**src/core/asp_pkg.sv**
```systemverilog
`default_nettype none
package asp_pkg;
  // Register addresses on the CPU memory port.
  localparam logic [15:0] ADDR_MODE   = 16'hff70;
  localparam logic [15:0] ADDR_STATUS = 16'hff71;
  localparam logic [15:0] ADDR_CLKD   = 16'hff72;
  localparam logic [15:0] ADDR_BAUD   = 16'hff73;
  localparam logic [15:0] ADDR_TXD    = 16'hff74;
  localparam logic [15:0] ADDR_RXD    = 16'hff75;

  // Reset values.
  localparam logic [7:0] MODE_RST   = 8'h00;
  localparam logic [7:0] CLKD_RST   = 8'h00;
  localparam logic [7:0] BAUD_RST   = 8'h00;
  localparam logic [7:0] STATUS_RST = 8'h00;
  localparam logic [7:0] RXBUF_RST  = 8'h00;

  // Writable bits; all others read as zero.
  localparam logic [7:0] MODE_MASK = 8'hfc;
  localparam logic [7:0] CLKD_MASK = 8'h86;
  localparam logic [7:0] BAUD_MASK = 8'hf0;

  // Field positions.
  localparam int MODE_TXE  = 7;
  localparam int MODE_RXE  = 6;
  localparam int MODE_PHI  = 5;
  localparam int MODE_PLO  = 4;
  localparam int MODE_CL   = 3;
  localparam int MODE_SL   = 2;
  localparam int CLKD_EN   = 7;
  localparam int CLKD_DIR  = 2;
  localparam int CLKD_CSCK = 1;
  localparam int STAT_PE   = 2;
  localparam int STAT_FE   = 1;
  localparam int STAT_OVE  = 0;
  localparam int BAUD_LSB  = 4;

  // Parity field encodings.
  localparam logic [1:0] PAR_NONE = 2'h0;
  localparam logic [1:0] PAR_ZERO = 2'h1;
  localparam logic [1:0] PAR_ODD  = 2'h2;
  localparam logic [1:0] PAR_EVEN = 2'h3;

  // One bit lasts 16 source ticks; half a bit is one lap of a 3-bit count.
  localparam logic [3:0] BIT_LAST  = 4'hf;
  localparam logic [2:0] HALF_LAST = 3'h7;

  function automatic logic asp_ones_odd(input logic [7:0] d,
                                        input logic       char8);
    return ^(char8 ? d : {1'b0, d[6:0]});
  endfunction

  function automatic logic asp_tx_parity(input logic [7:0] d,
                                         input logic       char8,
                                         input logic [1:0] mode);
    logic odd;
    odd = asp_ones_odd(d, char8);
    return (mode == PAR_ODD) ? !odd : (mode == PAR_EVEN) ? odd : 1'b0;
  endfunction

  function automatic logic asp_rx_par_err(input logic [7:0] d,
                                          input logic       char8,
                                          input logic [1:0] mode,
                                          input logic       p);
    logic odd;
    odd = asp_ones_odd(d, char8) ^ p;
    return (mode == PAR_ODD) ? !odd : (mode == PAR_EVEN) ? odd : 1'b0;
  endfunction
endpackage
`default_nettype wire

```
**src/core/asp_baud_gen.sv**
```systemverilog
`timescale 1ns/1ps
`default_nettype none
module asp_baud_gen (
  // Clock and reset
  input  wire logic       core_clk,
  input  wire logic       srst,
  // Control
  input  wire logic [3:0] sel,
  input  wire logic       run,
  // Source tick, one cycle every 2^(sel+1) clocks for sel 0 to 7; none while sel[3] is set
  output logic            src_tick
);
  logic [7:0] div_cnt;
  logic [7:0] next_div_cnt;
  logic       next_tick;
  logic [7:0] mask;

  // Codes with the top bit set select an external clock, which has no pin
  // here, so they stop the tick instead.
  always_comb begin
    mask = 8'hff >> (3'h7 - sel[2:0]);
    next_div_cnt = run ? div_cnt + 8'h01 : 8'h00;
    next_tick = run && !sel[3] && ((div_cnt & mask) == mask);
  end

  always_ff @(posedge core_clk) begin
    if (srst) begin
      div_cnt  <= 8'h00;
      src_tick <= 1'b0;
    end else begin
      div_cnt  <= next_div_cnt;
      src_tick <= next_tick;
    end
  end
endmodule
`default_nettype wire

```
**src/core/asp_uart_tx.sv**
```systemverilog
`timescale 1ns/1ps
`default_nettype none
module asp_uart_tx (
  // Clock and reset
  input  wire logic       core_clk,
  input  wire logic       srst,
  // Timing
  input  wire logic       src_tick,
  // Control
  input  wire logic       enable,
  input  wire logic       start,
  input  wire logic [7:0] data,
  input  wire logic       char8,
  input  wire logic [1:0] parity,
  input  wire logic       stop2,
  // Line and status
  output logic            line,
  output logic            busy,
  output logic            done
);
  logic [11:0] frame;
  logic [11:0] next_frame;
  logic [3:0]  bits_left;
  logic [3:0]  next_bits_left;
  logic [3:0]  sub;
  logic [3:0]  next_sub;
  logic        next_busy;
  logic        next_done;
  logic [10:0] body;
  logic [3:0]  pos;

  always_comb begin
    next_frame = frame;
    next_bits_left = bits_left;
    next_sub = sub;
    next_busy = busy;
    next_done = 1'b0;
    body = char8 ? {3'h7, data} : {4'hf, data[6:0]};
    pos = char8 ? 4'h8 : 4'h7;
    if (parity != asp_pkg::PAR_NONE) begin
      body[pos] = asp_pkg::asp_tx_parity(data, char8, parity);
      pos = pos + 4'h1;
    end
    if (!enable) begin
      next_busy = 1'b0;
      next_frame = 12'hfff;
    end else if (!busy) begin
      if (start) begin
        next_frame = {body, 1'b0};
        next_bits_left = pos + (stop2 ? 4'h2 : 4'h1);
        next_sub = 4'h0;
        next_busy = 1'b1;
      end
    end else if (src_tick) begin
      if (sub == asp_pkg::BIT_LAST) begin
        next_sub = 4'h0;
        next_frame = {1'b1, frame[11:1]};
        if (bits_left == 4'h0) begin
          next_busy = 1'b0;
          next_done = 1'b1;
          next_frame = 12'hfff;
        end else begin
          next_bits_left = bits_left - 4'h1;
        end
      end else begin
        next_sub = sub + 4'h1;
      end
    end
  end

  always_ff @(posedge core_clk) begin
    if (srst) begin
      frame     <= 12'hfff;
      bits_left <= 4'h0;
      sub       <= 4'h0;
      busy      <= 1'b0;
      done      <= 1'b0;
    end else begin
      frame     <= next_frame;
      bits_left <= next_bits_left;
      sub       <= next_sub;
      busy      <= next_busy;
      done      <= next_done;
    end
  end

  assign line = frame[0];
endmodule
`default_nettype wire

```
**src/core/asp_uart.sv**
```systemverilog
`timescale 1ns/1ps
`default_nettype none
// How it works
// - Odd mode sends parity making ones odd.
// - Odd mode flags error on even count.
// - Zero mode sends 0, never checks.
// - No-parity mode sends and expects no parity.
// - Writing transmit data starts a framed transfer.
// - Shift-out end raises transmit-complete event.
// - Receive enable starts sampling the input.
// - Low line confirmed at half bit.
// - Frame ends after data, parity, stop.
// - Frame end fills buffer, raises receive event.
// - Erroneous frames still fill buffer, interrupt.
// - Mid-frame disable aborts with nothing changed.
// - Late disable may update buffer only.
// - Parity, framing, overrun flags set per frame.
// - Buffer read or next frame clears status.
// - Clocked-mode register layout, resets to zero.
// - Mode register layout, resets to zero.
// - Parity, length and stop encodings decoded.
// - Even mode flags error on odd count.
// - Seven-bit mode drops and zeroes bit 7.
// - Receiver checks a single stop bit.
module asp_uart (
  // Clock and reset
  input  wire logic        core_clk,
  input  wire logic        srst,
  // CPU memory port
  input  wire logic [15:0] bus_addr,
  input  wire logic        bus_wr,
  input  wire logic        bus_rd,
  input  wire logic [7:0]  bus_wdata,
  output logic [7:0]       bus_rdata,
  // Serial pins
  input  wire logic        serial_in_pin,
  output logic             serial_out_pin,
  // Events
  input  wire logic        tx_req_clear,
  output logic             tx_complete_irq,
  output logic             tx_complete_request_flag,
  output logic             rx_complete_irq
);
  typedef enum logic [2:0] {
    RX_IDLE,
    RX_START,
    RX_DATA,
    RX_PAR,
    RX_STOP,
    RX_DONE
  } asp_rx_state_t;

  // Register group.
  logic [7:0]    async_mode_control;
  logic [7:0]    next_async_mode_control;
  logic [7:0]    clocked_serial_mode_control;
  logic [7:0]    next_clocked_serial_mode_control;
  logic [7:0]    baud_gen_control;
  logic [7:0]    next_baud_gen_control;
  logic [7:0]    rx_error_status;
  logic [7:0]    next_rx_error_status;
  logic [7:0]    rx_buffer_reg;
  logic [7:0]    next_rx_buffer_reg;
  logic          rx_unread;
  logic          next_rx_unread;
  logic          next_tx_req;
  logic          next_rx_irq;
  logic [7:0]    next_bus_rdata;

  // Receiver group.
  asp_rx_state_t rx_state;
  asp_rx_state_t next_rx_state;
  logic [3:0]    rx_cnt;
  logic [3:0]    next_rx_cnt;
  logic [2:0]    rx_idx;
  logic [2:0]    next_rx_idx;
  logic [7:0]    rx_shift;
  logic [7:0]    next_rx_shift;
  logic          rx_par;
  logic          next_rx_par;
  logic [2:0]    rx_pend;
  logic [2:0]    next_rx_pend;
  logic          rx_copy;
  logic          rx_commit;

  // Input synchroniser group.
  logic          sync_a;
  logic          sync_b;
  logic          sync_c;
  logic          rx_line;
  logic          next_rx_line;

  // Decoded mode fields and links to the submodules.
  logic          tx_enable;
  logic          rx_enable;
  logic [1:0]    parity_mode;
  logic          char8;
  logic          stop2;
  logic          src_tick;
  logic          tx_start;
  logic          tx_busy;
  logic          tx_done;
  logic [2:0]    last_idx;

  always_comb begin
    tx_enable   = async_mode_control[asp_pkg::MODE_TXE];
    rx_enable   = async_mode_control[asp_pkg::MODE_RXE];
    parity_mode = {async_mode_control[asp_pkg::MODE_PHI],
                   async_mode_control[asp_pkg::MODE_PLO]};
    char8       = async_mode_control[asp_pkg::MODE_CL];
    stop2       = async_mode_control[asp_pkg::MODE_SL];
    last_idx    = char8 ? 3'h7 : 3'h6;
  end

  // A write while a frame is going out is dropped, since the shifter has
  // no holding stage behind it.
  assign tx_start = bus_wr && (bus_addr == asp_pkg::ADDR_TXD) &&
                    tx_enable && !tx_busy;

  asp_baud_gen u_baud (
    .core_clk (core_clk),
    .srst     (srst),
    .sel      (baud_gen_control[asp_pkg::BAUD_LSB +: 4]),
    .run      (tx_enable || rx_enable),
    .src_tick (src_tick)
  );

  asp_uart_tx u_tx (
    .core_clk (core_clk),
    .srst     (srst),
    .src_tick (src_tick),
    .enable   (tx_enable),
    .start    (tx_start),
    .data     (bus_wdata),
    .char8    (char8),
    .parity   (parity_mode),
    .stop2    (stop2),
    .line     (serial_out_pin),
    .busy     (tx_busy),
    .done     (tx_done)
  );

  // The pin is asynchronous; a level counts once two later stages agree.
  always_comb begin
    next_rx_line = (sync_b == sync_c) ? sync_c : rx_line;
  end

  always_ff @(posedge core_clk) begin
    if (srst) begin
      sync_a  <= 1'b1;
      sync_b  <= 1'b1;
      sync_c  <= 1'b1;
      rx_line <= 1'b1;
    end else begin
      sync_a  <= serial_in_pin;
      sync_b  <= sync_a;
      sync_c  <= sync_b;
      rx_line <= next_rx_line;
    end
  end

  // Receiver. The buffer is loaded at the stop sample, and the event and
  // status follow one tick later, which is the window in which a late
  // disable leaves a renewed buffer without an event.
  always_comb begin
    next_rx_state = rx_state;
    next_rx_cnt   = rx_cnt;
    next_rx_idx   = rx_idx;
    next_rx_shift = rx_shift;
    next_rx_par   = rx_par;
    next_rx_pend  = rx_pend;
    rx_copy       = 1'b0;
    rx_commit     = 1'b0;
    if (!rx_enable && rx_state != RX_DONE) begin
      next_rx_state = RX_IDLE;
    end else begin
      unique case (rx_state)
        RX_IDLE: begin
          if (!rx_line) begin
            next_rx_state = RX_START;
            next_rx_cnt = 4'h0;
          end
        end
        RX_START: begin
          if (src_tick) begin
            if (rx_cnt[2:0] == asp_pkg::HALF_LAST) begin
              next_rx_cnt = 4'h0;
              next_rx_idx = 3'h0;
              next_rx_shift = 8'h00;
              next_rx_state = rx_line ? RX_IDLE : RX_DATA;
            end else begin
              next_rx_cnt = rx_cnt + 4'h1;
            end
          end
        end
        RX_DATA: begin
          if (src_tick) begin
            if (rx_cnt == asp_pkg::BIT_LAST) begin
              next_rx_cnt = 4'h0;
              next_rx_shift[rx_idx] = rx_line;
              if (rx_idx == last_idx) begin
                next_rx_state = (parity_mode == asp_pkg::PAR_NONE) ?
                                RX_STOP : RX_PAR;
              end else begin
                next_rx_idx = rx_idx + 3'h1;
              end
            end else begin
              next_rx_cnt = rx_cnt + 4'h1;
            end
          end
        end
        RX_PAR: begin
          if (src_tick) begin
            if (rx_cnt == asp_pkg::BIT_LAST) begin
              next_rx_cnt = 4'h0;
              next_rx_par = rx_line;
              next_rx_state = RX_STOP;
            end else begin
              next_rx_cnt = rx_cnt + 4'h1;
            end
          end
        end
        RX_STOP: begin
          if (src_tick) begin
            if (rx_cnt == asp_pkg::BIT_LAST) begin
              next_rx_cnt = 4'h0;
              rx_copy = 1'b1;
              next_rx_pend[asp_pkg::STAT_PE] = asp_pkg::asp_rx_par_err(
                rx_shift, char8, parity_mode, rx_par);
              next_rx_pend[asp_pkg::STAT_FE] = !rx_line;
              next_rx_pend[asp_pkg::STAT_OVE] = rx_unread;
              next_rx_state = RX_DONE;
            end else begin
              next_rx_cnt = rx_cnt + 4'h1;
            end
          end
        end
        RX_DONE: begin
          if (src_tick) begin
            rx_commit = rx_enable;
            next_rx_state = RX_IDLE;
          end
        end
        default: begin
          next_rx_state = RX_IDLE;
        end
      endcase
    end
  end

  always_ff @(posedge core_clk) begin
    if (srst) begin
      rx_state <= RX_IDLE;
      rx_cnt   <= 4'h0;
      rx_idx   <= 3'h0;
      rx_shift <= 8'h00;
      rx_par   <= 1'b0;
      rx_pend  <= 3'h0;
    end else begin
      rx_state <= next_rx_state;
      rx_cnt   <= next_rx_cnt;
      rx_idx   <= next_rx_idx;
      rx_shift <= next_rx_shift;
      rx_par   <= next_rx_par;
      rx_pend  <= next_rx_pend;
    end
  end

  // Registers and events. Hardware sets win over software clears.
  always_comb begin
    next_async_mode_control = async_mode_control;
    next_clocked_serial_mode_control = clocked_serial_mode_control;
    next_baud_gen_control = baud_gen_control;
    next_rx_error_status = rx_error_status;
    next_rx_buffer_reg = rx_buffer_reg;
    next_rx_unread = rx_unread;
    next_tx_req = tx_complete_request_flag;
    next_rx_irq = rx_commit;
    next_bus_rdata = bus_rdata;
    if (bus_wr) begin
      unique case (bus_addr)
        asp_pkg::ADDR_MODE: begin
          next_async_mode_control = bus_wdata & asp_pkg::MODE_MASK;
        end
        asp_pkg::ADDR_CLKD: begin
          next_clocked_serial_mode_control =
            bus_wdata & asp_pkg::CLKD_MASK;
        end
        asp_pkg::ADDR_BAUD: begin
          next_baud_gen_control = bus_wdata & asp_pkg::BAUD_MASK;
        end
        default: begin
        end
      endcase
    end
    if (bus_rd) begin
      unique case (bus_addr)
        asp_pkg::ADDR_MODE: next_bus_rdata = async_mode_control;
        asp_pkg::ADDR_STATUS: next_bus_rdata = rx_error_status;
        asp_pkg::ADDR_CLKD: next_bus_rdata = clocked_serial_mode_control;
        asp_pkg::ADDR_BAUD: next_bus_rdata = baud_gen_control;
        asp_pkg::ADDR_RXD: begin
          next_bus_rdata = rx_buffer_reg;
          next_rx_error_status = asp_pkg::STATUS_RST;
          next_rx_unread = 1'b0;
        end
        default: next_bus_rdata = 8'h00;
      endcase
    end
    if (tx_req_clear) begin
      next_tx_req = 1'b0;
    end
    if (tx_done) begin
      next_tx_req = 1'b1;
    end
    if (rx_copy) begin
      next_rx_buffer_reg = rx_shift;
      next_rx_unread = 1'b1;
    end
    if (rx_commit) begin
      next_rx_error_status = {5'h00, rx_pend};
    end
  end

  always_ff @(posedge core_clk) begin
    if (srst) begin
      async_mode_control          <= asp_pkg::MODE_RST;
      clocked_serial_mode_control <= asp_pkg::CLKD_RST;
      baud_gen_control            <= asp_pkg::BAUD_RST;
      rx_error_status             <= asp_pkg::STATUS_RST;
      rx_buffer_reg               <= asp_pkg::RXBUF_RST;
      rx_unread                   <= 1'b0;
      tx_complete_request_flag    <= 1'b0;
      rx_complete_irq             <= 1'b0;
      bus_rdata                   <= 8'h00;
    end else begin
      async_mode_control          <= next_async_mode_control;
      clocked_serial_mode_control <= next_clocked_serial_mode_control;
      baud_gen_control            <= next_baud_gen_control;
      rx_error_status             <= next_rx_error_status;
      rx_buffer_reg               <= next_rx_buffer_reg;
      rx_unread                   <= next_rx_unread;
      tx_complete_request_flag    <= next_tx_req;
      rx_complete_irq             <= next_rx_irq;
      bus_rdata                   <= next_bus_rdata;
    end
  end

  assign tx_complete_irq = tx_done;
endmodule
`default_nettype wire

```
**config.mk**
```make
export PLATFORM = sky130hd
export DESIGN_NAME = asp_uart
export DESIGN_NICKNAME = d
export VERILOG_FILES = /design/src/core/asp_pkg.sv /design/src/core/asp_baud_gen.sv /design/src/core/asp_uart_tx.sv /design/src/core/asp_uart.sv
export SDC_FILE = /design/constraint.sdc
export NUM_CORES = 1
export LEC_CHECK = 0
export ABC_AREA = 0
export BUFFER_PORTS_ARGS = -buffer_cell sky130_fd_sc_hd__buf_2
export CORE_ASPECT_RATIO = 1.5
export CORE_MARGIN = 8
export CORE_UTILIZATION = 60
export DETAILED_ROUTE_END_ITERATION = 12
export PLACE_DENSITY = 0.78
export REMOVE_ABC_BUFFERS = 1
export SLEW_MARGIN = 20
export SYNTH_ARGS = -nofsm -noshare
export SYNTH_HDL_FRONTEND = slang
export SYNTH_SLANG_ARGS = --single-unit
export TNS_END_PERCENT = 100
```
**constraint.sdc**
```tcl
create_clock -name core_clk -period 2.1 [get_ports core_clk]
set_clock_uncertainty 0.05 [all_clocks]
set_input_delay 0.315 -clock core_clk [delete_from_list [all_inputs] [get_ports core_clk]]
set_output_delay 0.315 -clock core_clk [all_outputs]
set_load 0.01 [all_outputs]
```
==> summary.txt, run 1 <==
Routing
  • DR iter-0 viols: around 290
  • Via count: a little over 4000
  • Post-DR wirelength/cell: 15.6 um
  • Drc violations: 0
  • Antenna Violating Nets Remaining: 0
  • DRT Wirelength: roughly 11000 um
  • Via-per-instance ratio: a little under 6
  • DRT Pass-1 Iters: 5

STA
  • Rel. slew slack: about three fifths
  • Period minus WS final: approximately 2000 ps
  • RSZ-0062 raised after global routing: false
  • Least-Margin Pin Slew: 569 ps
  • Fin. max-slew vios: 0
  • Fmax: between 500 and 600 MHz
  • Final Hold Vio Count: 0
  • Post-Route Setup TNS: 0 ps
  • Fin crit share: slightly above 90%
  • # setup viols final: 0

Worst hold path
  • Hold path endpoint: sync_a
  • Hold Path Class: in -> reg
  • Hold_sp: serial_in_pin
  • Hold depth: 2

Power and ir drop
  • Clock Power Share: about half
  • Switch share: 19.6%
  • Leak pwr: 2.03 nW
  • Maximum VDD drop: between 0.5 and 0.6 mV
  • Switching power: about 0.73 mW
  • Sequential share of power: roughly 46%
  • Pint: about 3 mW
  • Pwr dens: about 700 nW/um^2
  • Logic pwr share: under 10%

Logic synthesis
  • Mapped Area: 4730 um^2
  • Ys flop type: dfxtp_1
  • Number of flops mapped to enable cells by yosys: 0
  • Post-synth top area share: roughly two fifths
  • Cell taking the most area after synthesis: dfxtp_1
  • Syn. warnings: 0
  • Synth async-reset ratio: 0%
  • Ranking of synthesized cells by area: dfxtp_1 (38%), nor2_1 (7.1%), mux2i_1 (6.3%)
  • Yosys reg bits: 90
  • Synth unique cells: slightly above 60
  • Syn_area_per_cell: 8.50 um^2
  • Synthesized instance count: 557
  • Seq/Total Area, Yosys: 38.1%

Critical path
  • R2R Path End: rx_cnt[3]
  • Largest stage delay, worst path: about 330 ps
  • Levels on crit path: 8
  • Worst setup path class: reg -> reg
  • Worst Setup SP: rx_cnt[0]
  • Worst R2R Start: rx_cnt[0]
  • Slowest cell on the critical path: dfxtp_1
  • Worst Reg2Reg Path Length in Cells: 8
  • Worst path bufs/invs: 0
  • Family with the most delay on the worst path: simple AND/OR/NAND/NOR gates
  • Worst-path fanout max: 4
  • CP Data Required Time: approximately 2300 ps
  • CP endpoint kind: register
  • R2r setup slk: about 140 ps
  • CP cell instances: ha_1 -> ha_1 -> nor3b_2 -> a21oi_1 -> o21ai_2 -> nand2_1 -> or3_1 -> a21oi_1
  • Startpoint class of the critical path: register
  • Critical path arrival: around 2200 ps

Die
  • I/O Pins: 42
  • FP Rows: 39
  • Starting Density: approximately three fifths
  • Die width: between 80 and 90 um
  • Core area: roughly 7700 um^2
  • Die area: ~11000 um^2
  • Die Y: between 100 and 150 um

Clock tree
  • CTS Buf Count: 9
  • Maximum buffer depth of the clock tree: 2
  • Worst-Skew Late Latency: between 300 and 400 ps
  • CTS sink cnt: 90
  • Clock root buffer: clkbuf_16
  • CTS tree: yes
  • Post-CTS Setup Bufs: 0
  • Reg clk slew, reported paths: roughly 60 ps
  • H-tree Lvls: 3
  • CTS resizes: 0
  • Post-CTS Hold Buffers: 0

Job
  • Max cap viols: 0

GRT
  • Antenna violations before repair: 0
  • Global route total overflow: 0
  • Largest net degree at the start of global routing: 35
  • Total GRT Usage: between 20% and 30%
  • First-pass GRT wire length: ~18000 um
  • Number of global-route vias before repair: 3840

Placed design
  • Final Wtd Congestion: 0.842
  • Cells after DPL: just under 700
  • I/O Buffers: 41
  • Final HPWL DP: 8150 um

Finish
  • Largest Register: u_tx.frame
  • Net count, final: ~650
  • Area Overhead vs Synth: 15.7%
  • Commonest cells after routing, fill and taps aside: dfxtp_1 (90), nor2_1 (89), a21oi_1 (44)
  • Commonest non-fill, non-tap cell in the layout: dfxtp_1
  • Share of cells above drive strength 1: 17.9%
  • Fin cells: between 700 and 800
  • Max reg flops: 10

Status
  • Status: completed
worst max-delay path by stage:
| stage | to | slack (ps) |
|---|---|---|
| 2_1_floorplan | u_tx.frame[8] | -390 |
| 3_3_place_gp | u_tx.frame[8] | 120 |
| 3_5_place_dp | u_tx.frame[8] | 80 |
| 4_1_cts | rx_cnt[3] | 90 |
| 5_1_grt | rx_cnt[3] | 10 |
| 6_report | rx_cnt[3] | 140 |
Yosys cell counts (2+ instances only):
library cell / n
nor2b_1: 5
nor2_1: 89
nor3b_1: 4
nand2b_1: 15
buf_2: 10
a211oi_1: 10
a211o_1: 9
a32oi_1: 2
nor4_4: 3
nand3_1: 31
nor3_1: 4
nand2_1: 39
a21boi_0: 2
dfxtp_1: 90
and3_1: 3
a22oi_1: 6
a21oi_1: 44
xnor2_1: 17
o21ai_0: 14
or2_2: 5
mux2_2: 4
clkbuf_1: 15
o211ai_1: 3
nand4b_1: 4
nand4_1: 5
o21ai_1: 12
ha_1: 11
a31oi_1: 6
or3_1: 7
a21o_1: 2
o21bai_1: 2
mux2i_1: 30
nand3b_1: 4
inv_1: 9
and2_1: 4
xor2_1: 7
nor3b_2: 2
buf_4: 4
cells by family (layout without fill, tap and decap cells):
kind of cell | count (synthesis) | in the layout | share of synthesized area (%)
simple gates | 233 | 233 | 25.8
compound gates | 122 | 122 | 16.8
flops | 90 | 90 | 38.1
buf+inv | 41 | 93 | 3.86
mux | 34 | 34 | 7.29
xor+xnor | 25 | 25 | 4.92
fa+ha+maj | 12 | 12 | 3.33
other cells | 0 | 1 | 0
metal layers:
metal,vias to the layer above,part of all wire (%),GRT usage [%]
li1,2060,-,-
met4,0,3.3,11.1
met5,-,0,0
met1,1971,40,21.8
met2,95,53,36.6
met3,24,3.8,3.24
worst register-to-register path, stage by stage, from the launching register on:
cell and delay [ps]:
dfxtp_1 330, ha_1 240, ha_1 260, nor3b_2 200
a21oi_1 80, o21ai_2 200, nand2_1 80, or3_1 300
a21oi_1 150
power groups by stage:
stage / registers [mW] / logic [mW] / clock network, mW
2_1_floorplan: 1.75 / 0.0488 / 0
3_3_place_gp: 1.75 / 0.129 / 0
3_5_place_dp: 1.75 / 0.131 / 0
4_1_cts: 1.71 / 0.132 / 1.90
5_1_grt: 1.71 / 0.142 / 1.97
6_report: 1.71 / 0.132 / 1.88
per-stage QoR:
step / hold WS (ps) / util, % / total power [mW] / area (um^2) / worst slack, ps
6_report: 104 / 71.5 / 3.72 / 5480 / 136
5_1_grt: 102 / 71.5 / 3.83 / 5480 / 10.2
4_1_cts: 98.1 / 71.4 / 3.75 / 5470 / 93.5
3_5_place_dp: 348 / 66.8 / 1.88 / 5120 / 75.9
3_3_place_gp: 345 / 66.8 / 1.88 / 5120 / 118
2_1_floorplan: 334 / - / 1.80 / 4590 / -390
cell type report:
cell class / instances / area, um^2
Tap cell: 102 / 128
Clock inverter: 4 / 97.6
Clock buffer: 12 / 256
Timing Repair Buffer: 67 / 400
Antenna cell: 1 / 2.50
Fill cell: 606 / 2180
Sequential cell: 90 / 1800
Inverter: 10 / 37.5
Multi-Input combinational cell: 426 / 2750
(Power assumes the default switching activity.)
==> run 2: changes to the inputs <==
Settings changed: SETUP_SLACK_MARGIN set to 0.4.
==> run 2 against run 1 <==
Total power is 0.23% higher. Sequential share of layout area shrank 1.9 points. Die area is the same. Via count up 3.6%. Highest routed layer unchanged.
==> summary.txt, run 2 (synthesized netlist as in run 1, its figures left out) <==
Clock tree
  • CTS Buf Count: 9 (unchanged)
  • Maximum buffer depth of the clock tree: 2 (unchanged)
  • Worst-Skew Late Latency: 350 ps (was 340 ps)
  • CTS sink cnt: 90 (unchanged)
  • Reg clk slew, reported paths: 60 ps (about the same)
  • Post-CTS Hold Buffers: 0 (unchanged)
  • Clock root buffer: clkbuf_16 (unchanged)
  • H-tree Lvls: 3 (unchanged)
  • CTS tree: yes (unchanged)

Finish
  • Share of cells above drive strength 1: 27.3% (was 17.9%)
  • Final design utilization: 76.9% (was 71.5%)
  • Commonest non-fill, non-tap cell in the layout: nor2_1 (was dfxtp_1)
  • Flip-flop and latch area: 1830 um^2 (was 1800 um^2)
  • Net count, final: 663 (was 646)
  • Largest Register: u_tx.frame (unchanged)
  • Max reg flops: 10 (unchanged)
  • Commonest cells after routing, fill and taps aside: nor2_1 (86), dfxtp_1 (76), buf_2 (42) (was dfxtp_1 (90), nor2_1 (89), a21oi_1 (44))
  • Area Overhead vs Synth: 24.5% (was 15.7%)
  • Footprint of the multi-input gates: 3000 um^2 (was 2750 um^2)
  • Fin cells: 729 (was 712)
  • FILL cells: 524 (was 606)

STA
  • Least-Margin Pin Slew: 544 ps (was 569 ps)
  • Rel. slew slack: 63.7% (was 62.0%)
  • Fin. max-slew vios: 0 (unchanged)
  • Fin crit share: 85.3% (was 93.5%)
  • Fmax: 559 MHz (was 509 MHz)
  • Post-Route Setup TNS: 0 ps (unchanged)
  • Final Hold Vio Count: 0 (unchanged)
  • RSZ-0062 raised after global routing: true (was false)
  • Post-route setup slack: 310 ps (was 136 ps)
  • Period minus WS final: 1790 ps (was 1960 ps)
  • # setup viols final: 0 (unchanged)

Critical path
  • Worst setup path class: reg -> reg (unchanged)
  • Worst Reg2Reg Path Length in Cells: 9 (was 8)
  • CP endpoint kind: register (unchanged)
  • Worst-path fanout max: 4 (unchanged)
  • Worst R2R Start: rx_cnt[1] (was rx_cnt[0])
  • CP Data Required Time: 2280 ps (was 2320 ps)
  • R2r setup slk: 310 ps (was 140 ps)
  • R2R Path End: rx_state[1] (was rx_cnt[3])
  • Startpoint class of the critical path: register (unchanged)
  • Critical path arrival: 1970 ps (was 2180 ps)

Routing
  • DR iter-0 viols: 275 (was 286)
  • Via-per-instance ratio: 5.90 (was 5.83)
  • Post-DR wirelength/cell: 17.0 um (was 15.6 um)
  • Via count: 4300 (was 4150)
  • DRT Pass-1 Iters: 5 (unchanged)
  • Antenna Violating Nets Remaining: 0 (unchanged)
  • DRT Wirelength: 12400 um (was 11100 um)
  • Drc violations: 0 (unchanged)

Status
  • Status: completed (unchanged)

GRT
  • Global route total overflow: 0 (unchanged)
  • First-pass GRT wire length: 18700 um (was 18000 um)
  • Total GRT Usage: 21.5% (was 20.5%)
  • Antenna violations before repair: 0 (unchanged)
  • Number of global-route vias before repair: 4001 (was 3840)
  • Largest net degree at the start of global routing: 35 (unchanged)

Die
  • Die Y: 125 um (unchanged)
  • Die area: 11000 um^2 (unchanged)
  • Starting Density: 61.8% (unchanged)
  • I/O Pins: 42 (unchanged)
  • FP Rows: 39 (unchanged)
  • Die width: 88.5 um (unchanged)
  • Core area: 7660 um^2 (unchanged)

Placed design
  • Worst slack at placement: 75.9 ps (unchanged)
  • Final Wtd Congestion: 0.842 (unchanged)
  • Final HPWL DP: 8150 um (unchanged)
  • Cells after DPL: 695 (unchanged)
  • I/O Buffers: 41 (unchanged)

Power and ir drop
  • Leak pwr: 2.17 nW (was 2.03 nW)
  • Maximum VDD drop: 0.537 mV (was 0.540 mV)
  • Power, Total: 3.73 mW (was 3.72 mW)
  • Pwr dens: 633 nW/um^2 (was 680 nW/um^2)

Worst hold path
  • Hold_sp: serial_in_pin (unchanged)
  • Hold depth: 2 (unchanged)
  • Hold path endpoint: sync_a (unchanged)
  • Hold Path Class: in -> reg (unchanged)

Job
  • Max cap viols: 0 (unchanged)
-- run 2: final cells by class --
class	count	share of cell area, %
Clock buffer	12	4.35
Clock inverter	4	1.66
Inverter	10	0.637
Tap cell	102	2.17
Sequential cell	90	31.0
Timing Repair Buffer	84	9.30
Antenna cell	1	0.0425
Multi-Input combinational cell	426	50.8
-- run 2: how the worst max path moves through the flow --
stage | endpoint | startpoint | slack [ps] | cells past startpoint
2_1_floorplan | u_tx.frame[8] | u_tx.busy | -390 | 5
3_3_place_gp | u_tx.frame[8] | bus_addr[7] | 120 | 7
3_5_place_dp | u_tx.frame[8] | bus_addr[7] | 80 | 7
4_1_cts | rx_cnt[3] | rx_cnt[1] | 350 | 8
5_1_grt | rx_state[1] | rx_cnt[1] | 250 | 9
6_report | rx_state[1] | rx_cnt[1] | 310 | 9
-- run 2: metrics by stage --
| step | instance area (um^2) | hold slack, ps |
|---|---|---|
| after CTS | 5640 | 98.1 |
| final | 5890 | 102 |
| after floorplan | 4590 | 334 |
| after global routing | 5890 | 102 |
| after global placement | 5120 | 345 |
| after detailed placement | 5120 | 348 |
-- run 2: where the power goes --
| part | total (mW) | switching [mW] | leakage [nW] | internal (mW) |
|---|---|---|---|---|
| Clock | 1.89 | 0.659 | 0.169 | 1.23 |
| Sequential | 1.71 | 0.000896 | 0.734 | 1.70 |
| Combinational | 0.139 | 0.0787 | 1.26 | 0.0606 |
| Total | 3.73 | 0.739 | 2.17 | 2.99 |
-- run 2: what timing repair did --
| item | in CTS | in global routing |
|---|---|---|
| setup endpoints to repair | 38 | 46 |
| cloned | 0 | 2 |
| buffers inserted | 8 | 7 |
| pin swaps | 9 | 23 |
| gates resized for setup | 31 | 47 |
-- run 2: critical path, cell delays in order (launching register included) --
cell	delay (ps)
dfxtp_2	340
ha_4	180
ha_4	180
nor3b_4	190
buf_4	140
buf_4	100
a21oi_2	30
o22a_1	210
a32oi_1	190
nor2_1	60
-- run 2: per-layer routing --
| metal | GRT usage, % | up-vias | wire length [um] |
|---|---|---|---|
| li1 | - | 2084 | - |
| met1 | 22.3 | 2062 | 4810 |
| met2 | 38.3 | 123 | 6690 |
| met3 | 3.50 | 31 | 501 |
| met4 | 12.5 | 0 | 426 |
| met5 | 0 | - | 0 |
==> run 3: changes to the inputs <==
Settings changed: CORE_UTILIZATION 60 to 54, PLACE_DENSITY 0.78 to 0.74.
Clock period 2.1 ns to 1.6 ns, I/O delays scaled along.
==> run 3 against run 2 <==
The flow now finishes with violations (setup timing). Via count is 18% higher. Setup slack worse by 610 ps. First-iteration DRC count is 28% higher. Sequential power is 30% higher.
==> summary.txt, run 3 (synthesized netlist as in run 1, its figures left out) <==
Job
  • Max cap viols: 0 (unchanged)

Clock tree
  • CTS tree: yes (unchanged)
  • CTS Buf Count: 9 (unchanged)
  • Maximum buffer depth of the clock tree: 2 (unchanged)
  • H-tree Lvls: 3 (unchanged)
  • CTS sink cnt: 90 (unchanged)
  • Reg clk slew, reported paths: 70 ps (was 60 ps)
  • Clock root buffer: clkbuf_16 (unchanged)
  • Worst-Skew Late Latency: 350 ps (about the same)

Critical path
  • Slowest cell on the critical path: dfxtp_2 (unchanged)
  • Worst-path fanout max: 7 (was 4)
  • Levels on crit path: 8 (was 9)
  • Worst path bufs/invs: 3 (was 2)
  • Startpoint class of the critical path: register (unchanged)
  • CP Data Required Time: 1770 ps (was 2280 ps)
  • R2r setup slk: -300 ps (was 310 ps)
  • Worst setup path class: reg -> reg (unchanged)
  • Critical path arrival: 2070 ps (was 1970 ps)
  • Largest stage delay, worst path: 360 ps (was 340 ps)
  • Worst Setup SP: rx_cnt[1] (unchanged)
  • CP cell instances: ha_4 -> nand3_2 -> buf_6 -> nor4_4 -> buf_4 -> buf_12 -> mux2i_1 -> nor2_1 (was ha_4 -> ha_4 -> nor3b_4 -> buf_4 -> buf_4 -> a21oi_2 -> o22a_1 -> a32oi_1 -> nor2_1)
  • Worst Reg2Reg Path Length in Cells: 8 (was 9)
  • CP Capture Point: rx_buffer_reg[5] (was rx_state[1])
  • Family with the most delay on the worst path: buffers and inverters (was compound AO/OA/AOI/OAI gates)
  • R2R Path End: rx_buffer_reg[5] (was rx_state[1])
  • CP endpoint kind: register (unchanged)
  • Worst R2R Start: rx_cnt[1] (unchanged)

STA
  • Fin crit share: 119% (was 85.3%)
  • Period minus WS final: 1900 ps (was 1790 ps)
  • Final Hold Vio Count: 0 (unchanged)
  • Post-Route Setup TNS: -3990 ps (was 0 ps)
  • Worst Hold Slack: 30.7 ps (was 102 ps)
  • Least-Margin Pin Slew: 456 ps (was 544 ps)
  • Post-route setup slack: -299 ps (was 310 ps)
  • Fmax: 527 MHz (was 559 MHz)
  • RSZ-0062 raised after global routing: true (unchanged)
  • Rel. slew slack: 69.5% (was 63.7%)
  • # setup viols final: 36 (was 0)
  • Fin. max-slew vios: 0 (unchanged)

Status
  • Failing checks: setup timing
  • Status: complete, but fails checks (was completed)

Routing
  • Post-DR wirelength/cell: 21.4 um (was 17.0 um)
  • Via-per-instance ratio: 6.26 (was 5.90)
  • Antenna Violating Nets Remaining: 0 (unchanged)
  • Via count: 5069 (was 4300)
  • DRT Pass-1 Iters: 6 (was 5)
  • DRT Wirelength: 17300 um (was 12400 um)
  • DR iter-0 viols: 353 (was 275)
  • Drc violations: 0 (unchanged)

Die
  • FP Rows: 42 (was 39)
  • I/O Pins: 42 (unchanged)
  • Starting Density: 54.6% (was 61.8%)
  • Die Y: 131 um (was 125 um)
  • Die area: 12100 um^2 (was 11000 um^2)
  • Die width: 92.5 um (was 88.5 um)
  • Core area: 8670 um^2 (was 7660 um^2)

Power and ir drop
  • Power, Total: 4.70 mW (was 3.73 mW)
  • Leak pwr: 2.64 nW (was 2.17 nW)
  • Pwr dens: 672 nW/um^2 (was 633 nW/um^2)
  • Maximum VDD drop: 0.646 mV (was 0.537 mV)

Placed design
  • Final Wtd Congestion: 0.843 (was 0.842)
  • Cells after DPL: 754 (was 695)
  • Final HPWL DP: 9090 um (was 8150 um)
  • Placed inst area: 5520 um^2 (was 5120 um^2)
  • I/O Buffers: 41 (unchanged)
  • Worst slack at placement: -290 ps (was 75.9 ps)

GRT
  • Number of global-route vias before repair: 5061 (was 4001)
  • Antenna violations before repair: 0 (unchanged)
  • First-pass GRT wire length: 24600 um (was 18700 um)
  • Largest net degree at the start of global routing: 35 (unchanged)
  • Global route total overflow: 0 (unchanged)
  • Total GRT Usage: 25.7% (was 21.5%)

Finish
  • # diodes: 0 (was 1)
  • Share of cells above drive strength 1: 46.9% (was 27.3%)
  • Commonest cells after routing, fill and taps aside: buf_4 (91), nor2_1 (74), dfxtp_1 (67) (was nor2_1 (86), dfxtp_1 (76), buf_2 (42))
  • Area Overhead vs Synth: 47.6% (was 24.5%)
  • Commonest non-fill, non-tap cell in the layout: buf_4 (was nor2_1)
  • Final design utilization: 80.6% (was 76.9%)
  • Max reg flops: 10 (unchanged)
  • Fin cells: 810 (was 729)
  • Cell area after layout: 6990 um^2 (was 5890 um^2)
  • Net count, final: 737 (was 663)
  • Largest Register: u_tx.frame (unchanged)

Worst hold path
  • Hold Path Class: in -> reg (unchanged)
## run 3: final cells by class
class                      count  area (um^2)
multi-input combinational    426         3430
timing repair buffer         158         1220
clock buffer                   9          225
inverter                      10         40.0
sequential                    90         1850
fill                         474         1680
clock inverter                 7         85.1
tap                          110          138
## run 3: how the worst min path moves through the flow
stage | cells after the start | slack (ps) | to | from
6_report | 2 | 30 | sync_a | serial_in_pin
3_5_place_dp | 1 | 350 | sync_b | sync_a
2_1_floorplan | 1 | 260 | bus_rdata[0] | srst
5_1_grt | 2 | 40 | sync_a | serial_in_pin
3_3_place_gp | 1 | 340 | sync_b | sync_a
4_1_cts | 2 | 30 | sync_a | serial_in_pin
## run 3: per-layer routing
metal  up-vias  GRT usage, %  share of wire [%]
met3       115          3.77                6.0
li1       2235             -                  -
met2       270          48.7                 54
met4         2          19.0                7.3
met5         -             0               0.13
met1      2447          24.5                 33
## run 3: where the power goes
group	switching, mW	leakage [nW]	internal [mW]
sequential	0.00143	0.740	2.23
clock	1.01	0.146	1.24
combinational	0.126	1.76	0.0916
## run 3: repair_timing
item,CTS,global route
gates cloned,3,1
pin swaps,91,43
buffers inserted,18,18
gates resized for setup,161,54
setup endpoints to repair,78,78
hold buffers,0,0
